### src/logic/rics_defines.vh
`ifndef RICS_DEFINES_VH
`define RICS_DEFINES_VH

// ==================================================
// clock rate of clk_sys
`define RICS_SYS_MHZ          20

// ==================================================
// reset, setup and lock times, in microseconds
`define RICS_HARD_RESET_N_US        100
`define RICS_PLL_SETUP_US     100
`define RICS_PLL_LOCK_US      100
`define RICS_LBUS_LOCK_US     50
// derived counts in clk_sys cycles (whole microseconds, no rounding)
`define RICS_HARD_RESET_N_CYC       (`RICS_HARD_RESET_N_US * `RICS_SYS_MHZ)
`define RICS_PLL_SETUP_CYC    (`RICS_PLL_SETUP_US * `RICS_SYS_MHZ)
`define RICS_PLL_LOCK_CYC     (`RICS_PLL_LOCK_US * `RICS_SYS_MHZ)
`define RICS_LBUS_LOCK_CYC    (`RICS_LBUS_LOCK_US * `RICS_SYS_MHZ)
// extra core lock cycles of the platform clock
`define RICS_CORE_EXTRA_CYC   255

// ==================================================
// counts in primary input clock cycles
`define RICS_SOFT_TICKS       3
`define RICS_CFG_SETUP_TICKS  4
`define RICS_CFG_HOLD_TICKS   2
`define RICS_CFG_FLOAT_TICKS  3
`define RICS_CFG_FLOAT_MAX    5

// ==================================================
// platform frequency floors
`define RICS_PLAT_BASE_MHZ    400
`define RICS_PCIE_FLOOR_MHZ   527
`define RICS_PCIE_FULL_LANES  16
`define RICS_SRIO_FACTOR      17024
`define RICS_SRIO_SCALE       10000

// ==================================================
// reset values
`define RICS_PCLK_DIV_DEF     1
`define RICS_RTC_HALF_DEF     4

`endif

### src/logic/rics_clkdiv.v
`timescale 1ns/1ps
`include "rics_defines.vh"

// ==================================================
// divider that makes the primary input clock
module rics_clkdiv #(
   parameter HALF = `RICS_PCLK_DIV_DEF
) (
   // clock and reset
   input  wire clk_sys,
   input  wire reset_n,
   // divided clock and its rising-edge tick
   output reg  clk_out,
   output reg  rise_tick
);

   reg [15:0] cnt_r;

   // toggle every HALF cycles, tick with the rising edge
   always @(posedge clk_sys or negedge reset_n) begin
      if (!reset_n) begin
         cnt_r     <= 16'h0000;
         clk_out   <= 1'b0;
         rise_tick <= 1'b0;
      end else if (cnt_r == HALF[15:0] - 16'h0001) begin
         cnt_r     <= 16'h0000;
         clk_out   <= ~clk_out;
         rise_tick <= ~clk_out;
      end else begin
         cnt_r     <= cnt_r + 16'h0001;
         rise_tick <= 1'b0;
      end
   end

endmodule

### src/logic/rics_sequencer.v
// Notes on behaviour
// - Hard reset is held low for at least 100 us before release.
// - Each core soft reset is held low for at least 3 primary cycles.
// - The primary clock runs with PLL straps valid 100 us before release.
// - Other straps are valid at least 4 primary cycles before release.
// - All straps stay unchanged at least 2 primary cycles after release.
// - Strap drivers float no later than 5 primary cycles after release.
// - PLL straps stay stable while the clock runs ahead of release.
// - Real-time clock high and low phases exceed two platform periods.
// - The frequency strap is 0 at 400 MHz and 1 above it.
// - An eight-lane PCI Express link needs 400 MHz/strap 0 or 527 MHz up; the check accepts eight lanes from 264 MHz up.
// - Serial RapidIO needs platform above 2 x 0.8512 x rate x lanes.
`timescale 1ns/1ps
`include "rics_defines.vh"

module rics_sequencer #(
   parameter STRAP_W   = 8,
   parameter PCLK_HALF = `RICS_PCLK_DIV_DEF,
   parameter RTC_HALF  = `RICS_RTC_HALF_DEF,
   parameter SETUP_CYC = `RICS_HARD_RESET_N_CYC,
   parameter LOCK_CYC  = `RICS_PLL_LOCK_CYC + `RICS_CORE_EXTRA_CYC
) (
   // clock and reset
   input  wire               clk_sys,
   input  wire               reset_n,
   // board power status pin
   input  wire               power_good,
   // user configuration
   input  wire [STRAP_W-1:0] cfg_straps,
   input  wire [11:0]        cfg_plat_mhz,
   input  wire               cfg_pcie_en,
   input  wire [4:0]         cfg_pcie_lanes,
   input  wire               cfg_srio_en,
   input  wire [11:0]        cfg_srio_mhz,
   input  wire [2:0]         cfg_srio_lanes,
   input  wire               rtc_enable,
   // user soft reset requests
   input  wire               core0_soft_req,
   input  wire               core1_soft_req,
   // device pins
   output wire               primary_input_clock,
   output reg                hard_reset_n,
   output reg                core0_soft_reset_n,
   output reg                core1_soft_reset_n,
   output reg  [STRAP_W-1:0] strap_out,
   output reg                plat_freq_strap,
   output reg                strap_oe_n,
   output reg                rtc_out,
   // user status
   output reg                seq_ready,
   output reg                cfg_error,
   output reg                soft_busy
);

   // ==================================================
   // state codes
   localparam [5:0] S_OFF   = 6'b000001;
   localparam [5:0] S_SETUP = 6'b000010;
   localparam [5:0] S_HOLD  = 6'b000100;
   localparam [5:0] S_FLOAT = 6'b001000;
   localparam [5:0] S_LOCK  = 6'b010000;
   localparam [5:0] S_RUN   = 6'b100000;

   localparam [15:0] SETUP_N  = SETUP_CYC;
   localparam [15:0] LOCK_N   = LOCK_CYC;
   localparam [15:0] RTC_N    = RTC_HALF;
   localparam [3:0]  SETUP_T  = `RICS_CFG_SETUP_TICKS;
   localparam [3:0]  HOLD_T   = `RICS_CFG_HOLD_TICKS;
   localparam [3:0]  FLOAT_T  = `RICS_CFG_FLOAT_TICKS;
   localparam [1:0]  SOFT_T   = `RICS_SOFT_TICKS;

   // ==================================================
   // soft reset counter step, shared by both cores
   function [1:0] soft_step;
      input [1:0] cnt;
      input       tick;
      begin
         if (cnt != 2'b00 && tick)
            soft_step = cnt - 2'b01;
         else
            soft_step = cnt;
      end
   endfunction

   // ==================================================
   // primary clock generation
   wire pclk_tick;

   rics_clkdiv #(
      .HALF      (PCLK_HALF)
   ) u_clkdiv (
      .clk_sys   (clk_sys),
      .reset_n   (reset_n),
      .clk_out   (primary_input_clock),
      .rise_tick (pclk_tick)
   );

   // ==================================================
   // power_good synchroniser
   reg pg_meta_r;
   reg pg_sync_r;

   always @(posedge clk_sys or negedge reset_n) begin
      if (!reset_n) begin
         pg_meta_r <= 1'b0;
         pg_sync_r <= 1'b0;
      end else begin
         pg_meta_r <= power_good;
         pg_sync_r <= pg_meta_r;
      end
   end

   // ==================================================
   // platform frequency checks
   reg        strap_calc;
   reg        pcie_ok;
   reg        srio_ok;
   reg [31:0] pcie_lhs;
   reg [31:0] pcie_rhs;
   reg [31:0] srio_lhs;
   reg [31:0] srio_rhs;

   always @* begin
      // strap 1 only above the base rate
      strap_calc = (cfg_plat_mhz > 12'd`RICS_PLAT_BASE_MHZ);
      // mhz * (1 + strap) * 16 >= 527 * lanes
      pcie_lhs = {20'h0_0000, cfg_plat_mhz} * (strap_calc ? 32'h0000_0002
                 : 32'h0000_0001) * `RICS_PCIE_FULL_LANES;
      pcie_rhs = `RICS_PCIE_FLOOR_MHZ * {27'h000_0000, cfg_pcie_lanes};
      pcie_ok  = !cfg_pcie_en || (pcie_lhs >= pcie_rhs);
      // mhz * 10000 >= 2 * 8512 * rate * lanes
      srio_lhs = {20'h0_0000, cfg_plat_mhz} * `RICS_SRIO_SCALE;
      srio_rhs = `RICS_SRIO_FACTOR * {20'h0_0000, cfg_srio_mhz}
                 * {29'h0000_0000, cfg_srio_lanes};
      srio_ok  = !cfg_srio_en || (srio_lhs >= srio_rhs);
   end

   // ==================================================
   // main sequence
   reg [5:0]  state_r;
   reg [15:0] cyc_r;
   reg [3:0]  tick_r;
   reg [1:0]  soft0_r;
   reg [1:0]  soft1_r;

   always @(posedge clk_sys or negedge reset_n) begin
      if (!reset_n) begin
         state_r            <= S_OFF;
         cyc_r              <= 16'h0000;
         tick_r             <= 4'h0;
         hard_reset_n       <= 1'b0;
         strap_out          <= {STRAP_W{1'b0}};
         plat_freq_strap    <= 1'b0;
         strap_oe_n         <= 1'b1;
         seq_ready          <= 1'b0;
         cfg_error          <= 1'b0;
      end else begin
         cfg_error <= !(pcie_ok && srio_ok);
         if (!pg_sync_r) begin
            // power lost: back to reset, straps float
            state_r      <= S_OFF;
            hard_reset_n <= 1'b0;
            strap_oe_n   <= 1'b1;
            seq_ready    <= 1'b0;
            cyc_r        <= 16'h0000;
            tick_r       <= 4'h0;
         end else begin
            case (state_r)
               S_OFF: begin
                  if (pcie_ok && srio_ok) begin
                     // latch and drive all straps while clock runs
                     strap_out       <= cfg_straps;
                     plat_freq_strap <= strap_calc;
                     strap_oe_n      <= 1'b0;
                     state_r         <= S_SETUP;
                  end
               end
               S_SETUP: begin
                  // hard reset low, clock and straps stable
                  if (cyc_r != SETUP_N)
                     cyc_r <= cyc_r + 16'h0001;
                  if (pclk_tick && tick_r != SETUP_T)
                     tick_r <= tick_r + 4'h1;
                  if (cyc_r == SETUP_N && tick_r == SETUP_T
                      && pclk_tick) begin
                     hard_reset_n <= 1'b1;
                     tick_r       <= 4'h0;
                     cyc_r        <= 16'h0000;
                     state_r      <= S_HOLD;
                  end
               end
               S_HOLD: begin
                  // straps unchanged past the negation edge
                  if (pclk_tick)
                     tick_r <= tick_r + 4'h1;
                  if (pclk_tick && tick_r == HOLD_T)
                     state_r <= S_FLOAT;
               end
               S_FLOAT: begin
                  if (pclk_tick)
                     tick_r <= tick_r + 4'h1;
                  if (pclk_tick && tick_r == FLOAT_T) begin
                     strap_oe_n <= 1'b1;
                     state_r    <= S_LOCK;
                  end
               end
               S_LOCK: begin
                  // wait longest lock time plus core extra cycles
                  cyc_r <= cyc_r + 16'h0001;
                  if (cyc_r == LOCK_N - 16'h0001) begin
                     seq_ready <= 1'b1;
                     state_r   <= S_RUN;
                  end
               end
               S_RUN: begin
                  seq_ready <= 1'b1;
               end
               default: begin
                  state_r <= S_OFF;
               end
            endcase
         end
      end
   end

   // ==================================================
   // core soft resets, only while running; ticks count once the pin is low
   always @(posedge clk_sys or negedge reset_n) begin
      if (!reset_n) begin
         soft0_r            <= 2'b00;
         soft1_r            <= 2'b00;
         core0_soft_reset_n <= 1'b1;
         core1_soft_reset_n <= 1'b1;
         soft_busy          <= 1'b0;
      end else begin
         if (core0_soft_req && soft0_r == 2'b00 && state_r == S_RUN)
            soft0_r <= SOFT_T;
         else
            soft0_r <= soft_step(soft0_r,
                                 pclk_tick & ~core0_soft_reset_n);
         if (core1_soft_req && soft1_r == 2'b00 && state_r == S_RUN)
            soft1_r <= SOFT_T;
         else
            soft1_r <= soft_step(soft1_r,
                                 pclk_tick & ~core1_soft_reset_n);
         core0_soft_reset_n <= (soft0_r == 2'b00);
         core1_soft_reset_n <= (soft1_r == 2'b00);
         soft_busy          <= (soft0_r != 2'b00) || (soft1_r != 2'b00);
      end
   end

   // ==================================================
   // real-time clock source, grounded when disabled
   reg [15:0] rtc_cnt_r;

   always @(posedge clk_sys or negedge reset_n) begin
      if (!reset_n) begin
         rtc_cnt_r <= 16'h0000;
         rtc_out   <= 1'b0;
      end else if (!rtc_enable) begin
         rtc_cnt_r <= 16'h0000;
         rtc_out   <= 1'b0;
      end else if (rtc_cnt_r == RTC_N - 16'h0001) begin
         rtc_cnt_r <= 16'h0000;
         rtc_out   <= ~rtc_out;
      end else begin
         rtc_cnt_r <= rtc_cnt_r + 16'h0001;
      end
   end

endmodule

### config.mk
export PLATFORM = sky130hd
export DESIGN_NAME = rics_sequencer
export DESIGN_NICKNAME = d
export VERILOG_FILES = /design/src/logic/rics_clkdiv.v /design/src/logic/rics_sequencer.v
export VERILOG_INCLUDE_DIRS = /design/src /design/src/logic
export SDC_FILE = /design/constraint.sdc
export NUM_CORES = 1
export LEC_CHECK = 0
export BUFFER_PORTS_ARGS = -buffer_cell sky130_fd_sc_hd__buf_2
export CAP_MARGIN = 20
export CORE_ASPECT_RATIO = 1.75
export CORE_UTILIZATION = 35
export CTS_BUF_LIST = sky130_fd_sc_hd__clkbuf_4 sky130_fd_sc_hd__clkbuf_8 sky130_fd_sc_hd__clkbuf_16
export DETAILED_ROUTE_END_ITERATION = 10
export PLACE_DENSITY = 0.56
export SYNTH_ARGS = -nofsm -noshare
export SYNTH_HDL_FRONTEND = slang
export SYNTH_SLANG_ARGS = --single-unit
### constraint.sdc
create_clock -name clk_sys -period 2.8 [get_ports clk_sys]
set_input_delay 0.56 -clock clk_sys [delete_from_list [all_inputs] [get_ports clk_sys]]
set_output_delay 0.56 -clock clk_sys [all_outputs]
set_load 0.05 [all_outputs]
# ---- Word level (Yosys, flattened, before mapping)
# Index checks and enable logic that the tools add are counted.
dict set report word_totals {
  reg_bits 83
  inputBits 48
}
dict set report classes {
  n_bitwise 6
  order_cmp 3
  add_sub_neg 6
  n_mul 5
  n_mux 37
  reduce_logical 33
  n_eq_ne 30
}
# op count
set ops {}
lappend ops {{16-bit 2-to-1 mux} 6}
lappend ops {{16-bit by 1-bit adder with 16-bit output, second input constant} 3}
lappend ops {{6-bit 2-to-1 mux} 6}
lappend ops {{6-bit case mux with 6 select lines} 1}
lappend ops {{16-bit case mux with 2 select lines} 1}
lappend ops {{26-bit by 30-bit >= comparator with 1-bit output} 1}
lappend ops {{20-bit by 3-bit multiplier with 23-bit output} 1}
lappend ops {{12-bit by 10-bit multiplier with 22-bit output, second input constant} 1}
lappend ops {{8-bit by 12-bit multiplier with 20-bit output, first input constant} 1}
lappend ops {{18-bit by 15-bit >= comparator with 1-bit output} 1}
lappend ops {{16-bit by 11-bit == test with 1-bit output, second input constant} 1}
lappend ops {{16-bit by 12-bit == test with 1-bit output, second input constant} 1}
lappend ops {{16-bit by 2-bit == test with 1-bit output, second input constant} 1}
lappend ops {{16-bit logical NOT} 1}
lappend ops {{4-bit 2-to-1 mux} 4}
lappend ops {{16-bit by 11-bit inequality test with 1-bit output, second input constant} 1}
lappend ops {{10-bit by 5-bit multiplier with 15-bit output, first input constant} 1}
lappend ops {{3-bit inequality test, second input constant} 5}
lappend ops {{12-bit by 2-bit multiplier with 14-bit output} 1}
lappend ops {{12-bit by 9-bit > comparator with 1-bit output, second input constant} 1}
lappend ops {{1-bit logical AND} 12}
lappend ops {{1-bit 2-to-1 mux} 11}
lappend ops {{2-bit 2-to-1 mux} 5}
lappend ops {{3-bit by 1-bit inequality test with 1-bit output, second input constant} 3}
lappend ops {{other kinds (27)} 50}

# ---- Longest topological paths before layout
dict set report depth {
  depth_word 9
  ltp_mapped 32
}

# ---- Hierarchy
# From an unflattened synthesis, not the netlist that was laid out.
dict set report unflattened {
  cells_unflattened 1229
  area_unflattened_um2 10575.1
}
# module instances seq_area_each_um2 cells_each area_per_inst_um2
set by_module_without_submodules {}
lappend by_module_without_submodules {rics_sequencer 1 1631.6 1157 9710.6}
lappend by_module_without_submodules {rics_clkdiv 1 450.4 72 864.6}

# ---- Worst setup path before layout
# No wires, ideal clock.
dict set report synth_path {
  path_kind {in2reg}
  start {input cfg_srio_mhz[1]}
  end {register strap_out[0]}
  path_buffers 0
  slack_ps -4248
  required_ps 2675
  path_stages 24
  arrival_ps 6923
  path_cell_list {ha_1 -> fa_1 -> ha_1 -> ha_1 -> a21boi_0 -> o21ai_0 -> a211o_1 -> a31oi_1 -> xor2_1 -> nand2_1 -> fa_1 -> inv_1 -> ha_1 -> or4_4 -> o32a_2 -> xnor2_1 -> ha_1 -> o22ai_1 -> a211o_1 -> nor3_1 -> o2111a_1 -> o2111ai_2 -> a211oi_4 -> mux2_2}
}
dict set report synth_between {
  elab_chain_len 6
}
# element line
set synth_lines {}
lappend synth_lines {{start, declared} rics_sequencer.v:34} ;# input wire [11:0] cfg_srio_mhz,
lappend synth_lines {{8-bit by 12-bit multiplier with 20-bit output (no line)} -}
lappend synth_lines {{20-bit by 3-bit multiplier with 23-bit output (no line)} -}
lappend synth_lines {{26-bit by 30-bit >= comparator with 1-bit output} rics_sequencer.v:135} ;# srio_ok = !cfg_srio_en || (srio_lhs >= srio_rhs);
lappend synth_lines {{1-bit logical OR} rics_sequencer.v:135}
lappend synth_lines {{1-bit logical AND} rics_sequencer.v:170} ;# if (pcie_ok && srio_ok) begin
lappend synth_lines {{3-bit AND reduction (no line)} -}
lappend synth_lines {{end signal, assigned} rics_sequencer.v:152} ;# strap_out <= {STRAP_W{1'b0}};
lappend synth_lines {{end signal, assigned} rics_sequencer.v:172} ;# strap_out <= cfg_straps;
lappend synth_lines {{end, declared} rics_sequencer.v:45} ;# output reg [STRAP_W-1:0] strap_out,
# Every way passes these cells.
# A chain may end at the register's enable or synchronous reset.

# ---- Final worst setup path
dict set report layout_path {
  start {input cfg_srio_mhz[6]}
  end {register strap_oe_n}
}
dict set report layout_between {
  elab_chain_len 7
}
# element line
set layout_lines {}
lappend layout_lines {{8-bit by 12-bit multiplier with 20-bit output (no line)} -}
lappend layout_lines {{20-bit by 3-bit multiplier with 23-bit output (no line)} -}
lappend layout_lines {{26-bit by 30-bit >= comparator with 1-bit output} rics_sequencer.v:135}
lappend layout_lines {{1-bit logical OR} rics_sequencer.v:135}
lappend layout_lines {{1-bit logical AND} rics_sequencer.v:170}
lappend layout_lines {{3-bit inequality test (no line)} -}
lappend layout_lines {{3-bit AND reduction (no line)} -}
lappend layout_lines {{end signal, assigned} rics_sequencer.v:154} ;# strap_oe_n <= 1'b1;
lappend layout_lines {{end signal, assigned} rics_sequencer.v:163} ;# strap_oe_n <= 1'b1;
lappend layout_lines {{end signal, assigned} rics_sequencer.v:174} ;# strap_oe_n <= 1'b0;
lappend layout_lines {{end, declared} rics_sequencer.v:47} ;# output reg strap_oe_n,
# Every way passes these cells.

==> out/qor.yml <==
status: "complete, but fails checks"
failed_checks: "setup timing"
p_leak_nw: 7.14
reg2reg_from: "cyc_r[0]"
grt-ovfl-total: 0
clkSinkCount: 83
synth_cell_types: 74
max_stage_delay_ns: 0.57
post-route-drc-count: 0
chipWidth_um: 134
power_mw: 10.8
period_share_pct: 233
fp.dieH_um: 232
clockRootBuffer: "clkbuf_16"
drive_gt1_share_pct: 27.1
end_kind: "flip-flop"
fill_cells: 2921
drtIter0Drc: 202
worst_hold_path_type: "in2async"
maxSlewViolCount: 0
dp_hpwl_um: 21500
first_pass_iters: 4
n_antenna_cell: 0
numCtsBuffers: 9
hold-worst-slack_ns: 0.211
ant_nets: 0
routed_wl_um: 25400
place_ws_ns: -4.41
syn_area_um2: 10600
wl_per_cell_um: 13.3
cts_hold_buf: 0
path_max_fanout: 3
endpoint: "strap_oe_n"
r2r_end: "tick_r[3]"
synth_area_per_cell_um2: 8.64
path_clk_slew_ns: 0.07
vias_per_cell: 4.90
cts.path.max_buffers: 2
synth_edf_count: 0
cp-startpoint: "cfg_srio_mhz[6]"
yosysWarnings: 0
max_freq_mhz: 153
area_growth_pct: 32.9
top_usage_layer: "met2"
synth_ff_type: "dfrtp_1"
finalClockSkew_ns: 0.00901
fp-row-count: 83
synth_async_sr_flop_share_pct: 100
grt_usage_pct: 17.3
port_buffers: 65
num_vias: 9366
start_kind: "input port"
cp.arrival_ns: 6.80
hold_viol: 0
grt_use_met1_pct: 19.2
ios: 66
setup_viol: 13
final_net_count: 1814
worstPathRequired_ns: 3.07
fp.dieArea_um2: 31000
worst_pin_slew_ns: 0.632
start_util_pct: 35.8
vdd_drop_max_mv: 0.429
antenna_found_initial: 0
cp_slowest_cell: "fa_1"
crit_top_cell: "ha_4"
finalCriticalPeriod_ns: 6.53
synthesis.nets: 1517
fp.coreArea_um2: 29600
rrSetupSlack_ns: 0.27
grt_pass1_wl_um: 44200
cts-htree-levels: 3
cts_tree: "done"
yosys_register_bits: 83
critical_path_class: "in2reg"
max-slew-margin-rel_pct: 57.5
gp_congestion: 0.806
grt_pass1_vias: 9725
met3_usage_pct: 1.66
maxCapViolCount: 0
grtUsageMet2_pct: 34.0
grt_max_degree: 44
clk_latency_ns: 0.34
ff2ff_path_depth: 10
setup_ws_ns: -3.73
ys_seq_area_share_pct: 19.6
syn-instance-count: 1226
final_common_cell: "buf_4"
rsz0062_at_grt: "yes"
p_per_area_nw_per_um2: 766
final_cell_mix: "buf_4, inv_1, ha_1"
## cells in the mapped netlist (4+ instances only)
master / number / area, um2
a21o_1: 20 / 150
a211oi_1: 6 / 45.0
a21oi_1: 51 / 255
xnor2_1: 65 / 569
clkbuf_1: 16 / 60.1
xor2_1: 34 / 298
mux2_2: 8 / 90.1
nand3_1: 35 / 175
dfstp_2: 4 / 105
nand4_1: 18 / 113
ha_1: 191 / 2390
inv_1: 171 / 642
dfrtp_1: 79 / 1980
nor2b_1: 19 / 119
nor4_1: 14 / 87.6
fa_1: 52 / 1040
nand2_1: 108 / 405
o2111ai_1: 5 / 43.8
a31oi_1: 13 / 81.3
and2_1: 20 / 125
and4_1: 7 / 61.3
nor2_1: 80 / 300
o31ai_1: 5 / 37.5
or2_2: 5 / 31.3
o211ai_1: 4 / 30.0
nor3b_1: 8 / 60.1
o21bai_1: 13 / 97.6
o21ai_0: 49 / 245
or3_1: 4 / 25.0
nor3_1: 19 / 95.1
o21a_1: 10 / 75.1
nand2b_1: 11 / 68.8
and3_1: 16 / 100
## metrics by stage
| stage | instances | setup TNS (ns) | util, % | cell area [um2] |
|---|---|---|---|---|
| finish | 1910 | -47.90 | 47.6 | 14100 |
| global route | 1910 | -51.21 | 47.6 | 14100 |
| CTS | 1909 | -48.06 | 47.5 | 14000 |
| detailed placement | 1882 | -55.79 | 44.9 | 13300 |
| global placement | 1882 | -54.05 | 44.9 | 13300 |
| floorplan | 1226 | -48.62 | - | 10800 |
## logic make-up after synthesis
group	count (synthesis)	share of synthesized area (%)
AOI/OAI and AO/OA	219	13.9
xor gates and xnor gates	99	8.18
adders and majority gates	243	32.4
buffers and inverters	189	6.71
DFF	83	19.6
muxes	10	1.04
other	1	0.0354
and+or+nand+nor	382	18.1
## state kept, by name (all words and copies together), names as in the netlist
| register | count |
|---|---|
| cfg_error | 1 |
| core0_soft_reset_n | 1 |
| core1_soft_reset_n | 1 |
| cyc_r | 16 |
| hard_reset_n | 1 |
| pg_meta_r | 1 |
| pg_sync_r | 1 |
| plat_freq_strap | 1 |
| rtc_cnt_r | 16 |
| rtc_out | 1 |
| seq_ready | 1 |
| soft0_r | 2 |
| soft1_r | 2 |
| soft_busy | 1 |
| state_r | 6 |
| strap_oe_n | 1 |
| strap_out | 8 |
| tick_r | 4 |
| u_clkdiv.clk_out | 1 |
| u_clkdiv.cnt_r | 16 |
| u_clkdiv.rise_tick | 1 |
## area by class of cell
class,instances,area [um2],area share (%)
flip-flops and latches,83,2080,14.8
inverters,171,642,4.56
clock inverters,7,81.3,0.577
clock buffers,9,225,1.60
well taps,382,478,3.39
repair buffers,304,2190,15.5
multi-input cells,954,8390,59.6
## how the worst min path moves through the flow
stage | slack, ns | to | start
after floorplan | 0.26 | cfg_error | reset_n
after global placement | 0.33 | pg_sync_r | pg_meta_r
after detailed placement | 0.34 | pg_sync_r | pg_meta_r
after CTS | 0.22 | u_clkdiv.cnt_r[2] | reset_n
after global routing | 0.25 | tick_r[3] | reset_n
final | 0.21 | tick_r[1] | reset_n
## power by group
part | internal, mW | switching, mW
clock network | 0.703 | 0.508
registers | 1.34 | 0.107
logic | 4.16 | 3.97
## worst max-delay path: cells and delay by family
| family | cells | cell delay, ns |
|---|---|---|
| AOI/OAI and AO/OA | 11 | 2.19 |
| xor gates and xnor gates | 2 | 0.34 |
| adders and majority gates | 7 | 2.20 |
| buffers and inverters | 5 | 0.63 |
| and+or+nand+nor | 5 | 0.88 |
## metal layers
| layer | wire [um] | up-vias |
|---|---|---|
| li1 | - | 4808 |
| met1 | 10400 | 4421 |
| met2 | 13900 | 101 |
| met3 | 447 | 36 |
| met4 | 590 | 0 |
| met5 | 0 | - |
## what timing repair did
action,CTS,global route
pin swaps,21,4
gates resized for setup,63,10
buffers inserted,10,3
gates cloned,1,0
setup endpoints to repair,13,13
(Power assumes the default switching activity.)
